<file path="src/inc/addr_modify_regs.vh">
// constants for the address-phase register modify unit
// assumes a 32-bit axi4-lite register bus with byte addresses
`ifndef ADDR_MODIFY_REGS_VH
`define ADDR_MODIFY_REGS_VH
`define EXT_REG_COUNT     12
`define EXT_IDX_CDP       4'hb
`define EXT_IDX_DSP       4'h8
`define EXT_IDX_SSP       4'h9
`define ADDR_EXT_BASE     8'h00
`define ADDR_TMP_BASE     8'h30
`define ADDR_STATUS_TWO   8'h40
`define ADDR_CIRC_LOW     8'h44
`define ADDR_CIRC_HIGH    8'h48
`define ADDR_CONTROL      8'h4c
`define ADDR_LAST_RESULT  8'h50
`define CTRL_LEGACY_BIT   0
`define CTRL_STACK32_BIT  1
`define OPC_MODIFY_HI     7'h0a
`define OPC_MOVE_Y_HI     7'h02
`define OPC_STACK_HI      7'h27
`define OPC_LEA_HI        8'hec
`define OPC_LEA_LO        4'he
`define OPC_EXT_MID       4'h1
`define OPC_SUBP8_LO      3'h6
`define OPC_EXT_ADD_LO    3'h0
`define OPC_EXT_SUB_LO    3'h2
`define OPC_EXT_MOV_LO    3'h1
`define LEA_MODE_PLAIN    4'h0
`define LEA_MODE_OFS_T0   4'h1
`define LEA_MODE_OFS_T1   4'h2
`define RESP_OKAY         2'h0
`define RESP_SLVERR       2'h2
`endif

</file>
<file path="src/addr_reg_modify_unit.v">
// address-phase arithmetic on auxiliary, temporary and extended addressing registers
// assumes decoded instruction words from the pipeline on CLK and software access over axi4-lite
`include "addr_modify_regs.vh"
`default_nettype none
module addr_reg_modify_unit (
    input  wire        CLK,
    input  wire        ARST_N,
    input  wire        INSTR_VALID,
    input  wire [23:0] INSTR,
    input  wire        CIRC_QUAL,
    output reg         OP_DONE,
    output reg         OP_ILLEGAL,
    output wire        DMEM_REQ,
    input  wire [7:0]  S_AXI_AWADDR,
    input  wire        S_AXI_AWVALID,
    output wire        S_AXI_AWREADY,
    input  wire [31:0] S_AXI_WDATA,
    input  wire [3:0]  S_AXI_WSTRB,
    input  wire        S_AXI_WVALID,
    output wire        S_AXI_WREADY,
    output reg  [1:0]  S_AXI_BRESP,
    output reg         S_AXI_BVALID,
    input  wire        S_AXI_BREADY,
    input  wire [7:0]  S_AXI_ARADDR,
    input  wire        S_AXI_ARVALID,
    output wire        S_AXI_ARREADY,
    output reg  [31:0] S_AXI_RDATA,
    output reg  [1:0]  S_AXI_RRESP,
    output reg         S_AXI_RVALID,
    input  wire        S_AXI_RREADY
);
    reg  [22:0] ext_reg [0:`EXT_REG_COUNT-1];
    reg  [15:0] tmp_reg [0:3];
    reg  [7:0]  status_reg_two;
    reg  [15:0] circ_size_reg_low;
    reg  [15:0] circ_size_reg_high;
    reg  [1:0]  control_reg;
    reg  [22:0] last_result_reg;
    reg         aw_full_reg;
    reg         w_full_reg;
    reg  [7:0]  aw_addr_reg;
    reg  [31:0] w_data_reg;
    reg  [3:0]  w_strb_reg;
    integer     i;

    // circular step inside a buffer [0, size); size zero means linear
    function [15:0] circ_step;
        input [15:0] ptr;
        input [15:0] delta;
        input        neg;
        input        circ;
        input [15:0] size;
        reg   [16:0] sum;
        begin
            sum = neg ? ({1'b0, ptr} - {1'b0, delta}) : ({1'b0, ptr} + {1'b0, delta});
            circ_step = sum[15:0];
            if (circ && size != 16'h0000) begin
                if (neg && ptr < delta)
                    circ_step = sum[15:0] + size;
                else if (!neg && sum >= {1'b0, size})
                    circ_step = sum[15:0] - size;
            end
        end
    endfunction

    function [15:0] pick_size;
        input [2:0]  arn;
        input        legacy;
        input [15:0] low;
        input [15:0] high;
        begin
            pick_size = (legacy || !arn[2]) ? low : high;
        end
    endfunction

    function [31:0] merge_bytes;
        input [31:0] old;
        input [31:0] wdat;
        input [3:0]  strb;
        integer      b;
        begin
            merge_bytes = old;
            for (b = 0; b < 4; b = b + 1)
                if (strb[b])
                    merge_bytes[b*8 +: 8] = wdat[b*8 +: 8];
        end
    endfunction

    function [31:0] reg_read;
        input [7:0] addr;
        begin
            reg_read = 32'h00000000;
            if (addr < `ADDR_TMP_BASE)
                reg_read = {9'h000, ext_reg[addr[5:2]]};
            else if (addr < `ADDR_STATUS_TWO)
                reg_read = {16'h0000, tmp_reg[addr[3:2]]};
            else if (addr == `ADDR_STATUS_TWO)
                reg_read = {24'h000000, status_reg_two};
            else if (addr == `ADDR_CIRC_LOW)
                reg_read = {16'h0000, circ_size_reg_low};
            else if (addr == `ADDR_CIRC_HIGH)
                reg_read = {16'h0000, circ_size_reg_high};
            else if (addr == `ADDR_CONTROL)
                reg_read = {30'h00000000, control_reg};
            else if (addr == `ADDR_LAST_RESULT)
                reg_read = {9'h000, last_result_reg};
        end
    endfunction

    function addr_mapped;
        input [7:0] addr;
        begin
            addr_mapped = (addr[1:0] == 2'b00) && (addr <= `ADDR_LAST_RESULT);
        end
    endfunction

    // instruction decode
    wire        legacy_compat_mode = control_reg[`CTRL_LEGACY_BIT];
    wire        stack_32bit        = control_reg[`CTRL_STACK32_BIT];
    wire        is_modify_hi       = INSTR[23:17] == `OPC_MODIFY_HI;
    wire        is_ext_form        = INSTR[11:8] == `OPC_EXT_MID;
    wire        op_subp8 = INSTR_VALID && is_modify_hi && INSTR[2:0] == `OPC_SUBP8_LO;
    wire        op_xadd  = INSTR_VALID && is_modify_hi && is_ext_form && INSTR[2:0] == `OPC_EXT_ADD_LO;
    wire        op_xsub  = INSTR_VALID && is_modify_hi && is_ext_form && INSTR[2:0] == `OPC_EXT_SUB_LO;
    wire        op_xmov  = INSTR_VALID && (is_modify_hi || INSTR[23:17] == `OPC_MOVE_Y_HI) && is_ext_form
                           && INSTR[2:0] == `OPC_EXT_MOV_LO;
    wire        op_stack = INSTR_VALID && INSTR[23:17] == `OPC_STACK_HI;
    wire        op_lea   = INSTR_VALID && INSTR[23:16] == `OPC_LEA_HI && INSTR[3:0] == `OPC_LEA_LO;
    wire [7:0]  prog_addr_imm8 = INSTR[15:8];
    wire [7:0]  signed_imm8    = INSTR[15:8];
    wire [3:0]  ext_src_reg    = INSTR[15:12];
    wire [3:0]  ext_dest_reg   = INSTR[7:4];
    wire [2:0]  dst_arn        = INSTR[6:4];
    wire [2:0]  lea_arn        = INSTR[15:13];
    wire [3:0]  lea_mode       = INSTR[12:9];

    reg         ext_we;
    reg  [3:0]  ext_widx;
    reg  [22:0] ext_wval;
    reg         ssp_we;
    reg  [22:0] ssp_wval;
    reg         tmp_we;
    reg  [1:0]  tmp_widx;
    reg  [15:0] tmp_wval;
    reg         illegal;
    reg  [15:0] offset;
    reg  [15:0] ptr16;
    reg         circ_on;

    always @* begin
        ext_we   = 1'b0;
        ext_widx = 4'h0;
        ext_wval = 23'h000000;
        ssp_we   = 1'b0;
        ssp_wval = 23'h000000;
        tmp_we   = 1'b0;
        tmp_widx = 2'b00;
        tmp_wval = 16'h0000;
        illegal  = 1'b0;
        offset   = 16'h0000;
        ptr16    = 16'h0000;
        circ_on  = 1'b0;
        if (op_subp8) begin
            if (INSTR[7]) begin
                tmp_widx = dst_arn[1:0];
                tmp_wval = tmp_reg[dst_arn[1:0]] - {8'h00, prog_addr_imm8};
                tmp_we   = !dst_arn[2];
                illegal  = dst_arn[2];
            end else begin
                ptr16    = ext_reg[{1'b0, dst_arn}][15:0];
                circ_on  = status_reg_two[dst_arn] | CIRC_QUAL;
                ext_we   = 1'b1;
                ext_widx = {1'b0, dst_arn};
                ext_wval = {ext_reg[{1'b0, dst_arn}][22:16],
                            circ_step(ptr16, {8'h00, prog_addr_imm8}, 1'b1, circ_on,
                                      pick_size(dst_arn, legacy_compat_mode, circ_size_reg_low,
                                                circ_size_reg_high))};
            end
        end else if (op_stack) begin
            ext_we   = 1'b1;
            ext_widx = `EXT_IDX_DSP;
            ext_wval = {ext_reg[`EXT_IDX_DSP][22:16],
                        ext_reg[`EXT_IDX_DSP][15:0] + {{8{signed_imm8[7]}}, signed_imm8}};
            ssp_we   = stack_32bit;
            ssp_wval = {ext_reg[`EXT_IDX_SSP][22:16],
                        ext_reg[`EXT_IDX_SSP][15:0] + {{8{signed_imm8[7]}}, signed_imm8}};
        end else if (op_lea) begin
            ptr16 = ext_reg[{1'b0, lea_arn}][15:0];
            case (lea_mode)
                `LEA_MODE_PLAIN:  offset = 16'h0000;
                `LEA_MODE_OFS_T0: offset = tmp_reg[0];
                `LEA_MODE_OFS_T1: offset = tmp_reg[1];
                default:          offset = 16'h0000;
            endcase
            circ_on  = status_reg_two[lea_arn];
            illegal  = !(lea_mode == `LEA_MODE_PLAIN || lea_mode == `LEA_MODE_OFS_T0 ||
                         lea_mode == `LEA_MODE_OFS_T1) || ext_dest_reg >= `EXT_REG_COUNT;
            ext_we   = !illegal;
            ext_widx = ext_dest_reg;
            ext_wval = {ext_reg[{1'b0, lea_arn}][22:16],
                        circ_step(ptr16, offset, 1'b0, circ_on,
                                  pick_size(lea_arn, legacy_compat_mode, circ_size_reg_low,
                                            circ_size_reg_high))};
        end else if (op_xadd || op_xsub || op_xmov) begin
            illegal  = ext_src_reg >= `EXT_REG_COUNT || ext_dest_reg >= `EXT_REG_COUNT;
            ext_we   = !illegal;
            ext_widx = ext_dest_reg;
            if (op_xmov)
                ext_wval = ext_reg[ext_src_reg];
            else if (op_xadd)
                ext_wval = ext_reg[ext_dest_reg] + ext_reg[ext_src_reg];
            else
                ext_wval = ext_reg[ext_dest_reg] - ext_reg[ext_src_reg];
        end
    end

    assign DMEM_REQ = 1'b0;

    // axi4-lite handshakes
    wire        wr_fire   = aw_full_reg && w_full_reg && !S_AXI_BVALID;
    assign S_AXI_AWREADY = !aw_full_reg && !S_AXI_BVALID;
    assign S_AXI_WREADY  = !w_full_reg && !S_AXI_BVALID;
    assign S_AXI_ARREADY = !S_AXI_RVALID;
    wire [31:0] wr_merged = merge_bytes(reg_read(aw_addr_reg), w_data_reg, w_strb_reg);

    always @(posedge CLK or negedge ARST_N) begin
        if (!ARST_N) begin
            for (i = 0; i < `EXT_REG_COUNT; i = i + 1)
                ext_reg[i] <= 23'h000000;
            for (i = 0; i < 4; i = i + 1)
                tmp_reg[i] <= 16'h0000;
            status_reg_two     <= 8'h00;
            circ_size_reg_low  <= 16'h0000;
            circ_size_reg_high <= 16'h0000;
            control_reg        <= 2'b00;
            last_result_reg    <= 23'h000000;
            OP_DONE            <= 1'b0;
            OP_ILLEGAL         <= 1'b0;
            aw_full_reg        <= 1'b0;
            w_full_reg         <= 1'b0;
            aw_addr_reg        <= 8'h00;
            w_data_reg         <= 32'h00000000;
            w_strb_reg         <= 4'h0;
            S_AXI_BVALID       <= 1'b0;
            S_AXI_BRESP        <= `RESP_OKAY;
            S_AXI_RVALID       <= 1'b0;
            S_AXI_RRESP        <= `RESP_OKAY;
            S_AXI_RDATA        <= 32'h00000000;
        end else begin
            if (S_AXI_AWVALID && S_AXI_AWREADY) begin
                aw_full_reg <= 1'b1;
                aw_addr_reg <= S_AXI_AWADDR;
            end
            if (S_AXI_WVALID && S_AXI_WREADY) begin
                w_full_reg <= 1'b1;
                w_data_reg <= S_AXI_WDATA;
                w_strb_reg <= S_AXI_WSTRB;
            end
            if (wr_fire) begin
                aw_full_reg  <= 1'b0;
                w_full_reg   <= 1'b0;
                S_AXI_BVALID <= 1'b1;
                S_AXI_BRESP  <= addr_mapped(aw_addr_reg) && aw_addr_reg != `ADDR_LAST_RESULT ?
                                `RESP_OKAY : `RESP_SLVERR;
                if (addr_mapped(aw_addr_reg)) begin
                    if (aw_addr_reg < `ADDR_TMP_BASE)
                        ext_reg[aw_addr_reg[5:2]] <= wr_merged[22:0];
                    else if (aw_addr_reg < `ADDR_STATUS_TWO)
                        tmp_reg[aw_addr_reg[3:2]] <= wr_merged[15:0];
                    else if (aw_addr_reg == `ADDR_STATUS_TWO)
                        status_reg_two <= wr_merged[7:0];
                    else if (aw_addr_reg == `ADDR_CIRC_LOW)
                        circ_size_reg_low <= wr_merged[15:0];
                    else if (aw_addr_reg == `ADDR_CIRC_HIGH)
                        circ_size_reg_high <= wr_merged[15:0];
                    else if (aw_addr_reg == `ADDR_CONTROL)
                        control_reg <= wr_merged[1:0];
                end
            end else if (S_AXI_BVALID && S_AXI_BREADY) begin
                S_AXI_BVALID <= 1'b0;
            end
            if (S_AXI_ARVALID && S_AXI_ARREADY) begin
                S_AXI_RVALID <= 1'b1;
                S_AXI_RDATA  <= addr_mapped(S_AXI_ARADDR) ? reg_read(S_AXI_ARADDR) : 32'h00000000;
                S_AXI_RRESP  <= addr_mapped(S_AXI_ARADDR) ? `RESP_OKAY : `RESP_SLVERR;
            end else if (S_AXI_RVALID && S_AXI_RREADY) begin
                S_AXI_RVALID <= 1'b0;
            end
            // pipeline updates land after bus writes so they win on a collision
            if (ext_we) begin
                ext_reg[ext_widx] <= ext_wval;
                last_result_reg   <= ext_wval;
            end
            if (ssp_we)
                ext_reg[`EXT_IDX_SSP] <= ssp_wval;
            if (tmp_we) begin
                tmp_reg[tmp_widx] <= tmp_wval;
                last_result_reg   <= {7'h00, tmp_wval};
            end
            OP_DONE    <= ext_we | tmp_we;
            OP_ILLEGAL <= illegal;
        end
    end
endmodule
`default_nettype wire

</file>
<file path="config.mk">
export PLATFORM = sky130hd
export DESIGN_NAME = addr_reg_modify_unit
export DESIGN_NICKNAME = d
export VERILOG_FILES = /design/src/addr_reg_modify_unit.v
export VERILOG_INCLUDE_DIRS = /design/src /design/src/inc
export SDC_FILE = /design/constraint.sdc
export NUM_CORES = 2
export LEC_CHECK = 0
export ABC_AREA = 1
export ABC_CLOCK_PERIOD_IN_PS = 5700
export BUFFER_PORTS_ARGS = -buffer_cell sky130_fd_sc_hd__buf_2
export CAP_MARGIN = 20
export CELL_PAD_IN_SITES_DETAIL_PLACEMENT = 0
export CELL_PAD_IN_SITES_GLOBAL_PLACEMENT = 1
export CORE_ASPECT_RATIO = 0.75
export CORE_MARGIN = 3
export CORE_UTILIZATION = 30
export CTS_CLUSTER_SIZE = 10
export DETAILED_ROUTE_END_ITERATION = 10
export HOLD_SLACK_MARGIN = 0.05
export PLACE_DENSITY_LB_ADDON = 0.25
export SLEW_MARGIN = 15
export SYNTH_ARGS = -nofsm -noshare
export SYNTH_HDL_FRONTEND = slang
export SYNTH_SLANG_ARGS = --single-unit
</file>
<file path="constraint.sdc">
create_clock -name CLK -period 5.7 [get_ports CLK]
set_input_delay 0.57 -clock CLK [delete_from_list [all_inputs] [get_ports CLK]]
set_output_delay 0.57 -clock CLK [all_outputs]
set_load 0.005 [all_outputs]
</file>
==> impl_metrics.toml <==
[finish]
area_delta_synth_final_pct = 20.71
postLayoutCoreUtil = 0.3653
largest_reg_flops = 276
final_cell_mix = "nand2_1, o21ai_0, inv_1"
drive_gt1_frac = 0.1541
final_common_cell = "nand2_1"
nets = 7133

[power]
p_int_mw = 7.996
clkPwrFrac = 0.249
p_leak_nw = 23.42
p_sw_mw = 7.847
power_frac_comb = 0.490
swShare = 0.4953
p_per_area_nw_per_um2 = 308.3
max-vdd-ir-drop_uv = 294.9
seq_power_share = 0.260

[routing]
vias_per_cell = 6.037
antenna_left = 0
vias = 53440
first_pass_iters = 7
drt_wl_total_mm = 286.2
route.detailed.drc = 0
initialDrtViolationCount = 8405
wire_per_inst_um = 32.34

[critical_path]
cp-end-kind = "flip-flop"
timing.rr.start = "ext_reg[164]"
crit_type = "reg2reg"
cp_data_arrival_time_ns = 6.07
rrSetupSlack_ns = 0.24
r2r-end = "last_result_reg[15]"
cp.required_ns = 6.31
slowest_delay_ns = 0.60
crit_slowest_cell = "a31oi_1"
path_max_fanout = 9
start_kind = "flip-flop"
reg2reg_depth = 27

[sta]
finalHoldViolCount = 0
hold_slack_ns = 0.07998
relSlewSlack = 0.1488
finClkSkew_ns = 0.07476
rsz0062_at_grt = "no"
setup_viol = 0
worst_pin_slew_ns = 1.277
fin_crit_ns = 5.464
fmax_mhz = 183.0
fin_crit_sh = 0.9586
drv_slew = 0

[yosys]
ys_ff_latch = 470
synth_top_family_by_area = "compound AO/OA/AOI/OAI gates"
synthAdderAreaFrac = 0.03785
synth_enable_flop_cells = 0
avgSynthCellArea_um2 = 6.527
yosys.area_share.simple = 0.2170
netlist_instances = 6523
synth_compound_area_frac = 0.3215
synth_area_leaders = "dfrtp_1, nand2_1, o21ai_0"
synth_cell_types = 72
ys.flop_type = "dfrtp_1"
synthMuxAreaShare = 0.005025
synth_warnings = 0
synthArstFlopShare = 1.000
yosysSeqAreaShare = 0.2762
yosys.area.top_type = "dfrtp_1"
syn_area_um2 = 42580
synth_top_area_frac = 0.2762
synth_xor_xnor_area_share = 0.02057

[placed_design]
portBuffers = 106
gp_congestion = 1.016
place_hpwl_mm = 214.6

[clock_tree]
clockBufferDepth = 3
clock-sinks = 470
cts_buffers = 61
htreeDepth = 2
clock_latency_ns = 0.74
cts_tree = "built"
clk_pin_slew_ns = 0.07
cts_root_buf = "clkbuf_16"

[global_routing]
antenna_found_initial = 18
grt_pass1_vias = 47410
track_usage = 0.3765
grt_max_degree = 146
overflow = 0
grt_first_pass_wirelength_mm = 389.8

[hold_path]
hp-class = "in2reg"
hold_path_startpoint = "S_AXI_WDATA[7]"
min_to = "w_data_reg[7]"
hold_depth = 2

[floorplanning]
io_pins = 129
die_h_um = 332.3
die-area_um2 = 146500
rows = 119
die_w_um = 441
start_util = 0.3026
core_um2 = 140700

[run]
maxCapViolations = 0

[outcome]
status = "finished clean"
## area by class of cell
| class | instances | area, um2 |
|---|---|---|
| flip-flops and latches | 470 | 11760 |
| inverters | 783 | 2954 |
| clock inverters | 16 | 168.9 |
| multi-input cells | 4821 | 25830 |
| repair buffers | 787 | 6578 |
| well taps | 1875 | 2346 |
| diodes | 14 | 35.03 |
| clock buffers | 86 | 1720 |
| fillers | 15290 | 89310 |
## layer usage
| metal | vias up | track usage | wire length, um |
|---|---|---|---|
| li1 | 23260 | - | - |
| met3 | 592 | 0.1971 | 48490 |
| met5 | - | 0 | 41 |
| met1 | 25560 | 0.5295 | 120500 |
| met2 | 4021 | 0.4787 | 106000 |
| met4 | 6 | 0.1301 | 11310 |
## synth_stat cells (18+ instances only)
cell and count:
nand3_1 314, buf_4 38, nand2_1 1343, o21ai_0 848, a211oi_1 19, ha_1 116
nor2_2 24, o221ai_1 29, a22oi_1 23, o2111ai_1 33, inv_1 713, xnor2_1 44
o211ai_1 196, a32o_1 27, o21ai_1 157, mux2_2 19, nor2_1 369, nor3_1 24
nor2_4 18, inv_2 60, buf_6 27, dfrtp_1 470, buf_2 130, buf_1 38
a31oi_1 30, a221oi_1 29, xor2_1 56, clkbuf_1 225, nand4_1 47, a21oi_1 576
o22ai_1 311
## timing repair
| action | 4_1_cts | 5_1_grt |
|---|---|---|
| hold buffers | 15 | 0 |
| setup buffers | 0 | 1 |
| gates resized for setup | 0 | 15 |
| endpoints found under the setup margin | 0 | 234 |
| endpoints found under the hold margin | 99 | 0 |
## cell families (layout without fill, tap and decap cells)
family / count (synthesis) / count (layout)
compound gates: 2369 / 2369
xor+xnor: 100 / 100
fa+ha+maj: 124 / 124
buf+inv: 1243 / 1672
flops: 470 / 470
mux: 19 / 19
other cells: 1 / 26
simple gates: 2197 / 2197
## power groups by stage
| stage | Combinational [mW] | Sequential, mW | Clock, mW |
|---|---|---|---|
| finish | 7.77 | 4.13 | 3.95 |
| global route | 7.91 | 4.16 | 4.08 |
| CTS | 7.23 | 4.10 | 3.95 |
| detailed placement | 7.20 | 4.16 | 0 |
| global placement | 7.20 | 4.16 | 0 |
| floorplan | 3.43 | 3.97 | 0 |
## per-stage QoR
stage,setup WS [ns],setup TNS (ns),power [mW],std cells,instance area (um2)
2_1_floorplan,0.1752,0,7.394,6534,42620
3_3_place_gp,-0.5117,-72.57,11.35,8717,49190
3_5_place_dp,-0.5402,-82.81,11.36,8718,49210
4_1_cts,0.1296,0,15.28,8835,51250
5_1_grt,0.003667,0,16.15,8838,51360
6_report,0.2358,0,15.84,8852,51390
## worst max path at each step
stage               slack, ns    startpoint  depth (start not counted)                  end
floorplan                0.18     INSTR[13]                         38  last_result_reg[13]
global placement        -0.51     INSTR[14]                         32         ext_reg[161]
detailed placement      -0.54     INSTR[14]                         32         ext_reg[161]
CTS                      0.13  ext_reg[161]                         28          ext_reg[66]
global route            0.004   ext_reg[97]                         32         ext_reg[142]
finish                   0.24  ext_reg[164]                         27  last_result_reg[15]
## worst max-delay path: cells and delay by family, from the launching register on
| family | cells | cell delay [ns] |
|---|---|---|
| AND/OR/NAND/NOR | 12 | 1.51 |
| AO/OA/AOI/OAI | 8 | 1.92 |
| XOR/XNOR | 1 | 0.18 |
| buffers and inverters | 4 | 0.53 |
| adder cells (fa/ha/maj) | 2 | 0.77 |
| flip-flops | 1 | 0.39 |
Note: power is estimated with default switching activity, not from simulation.
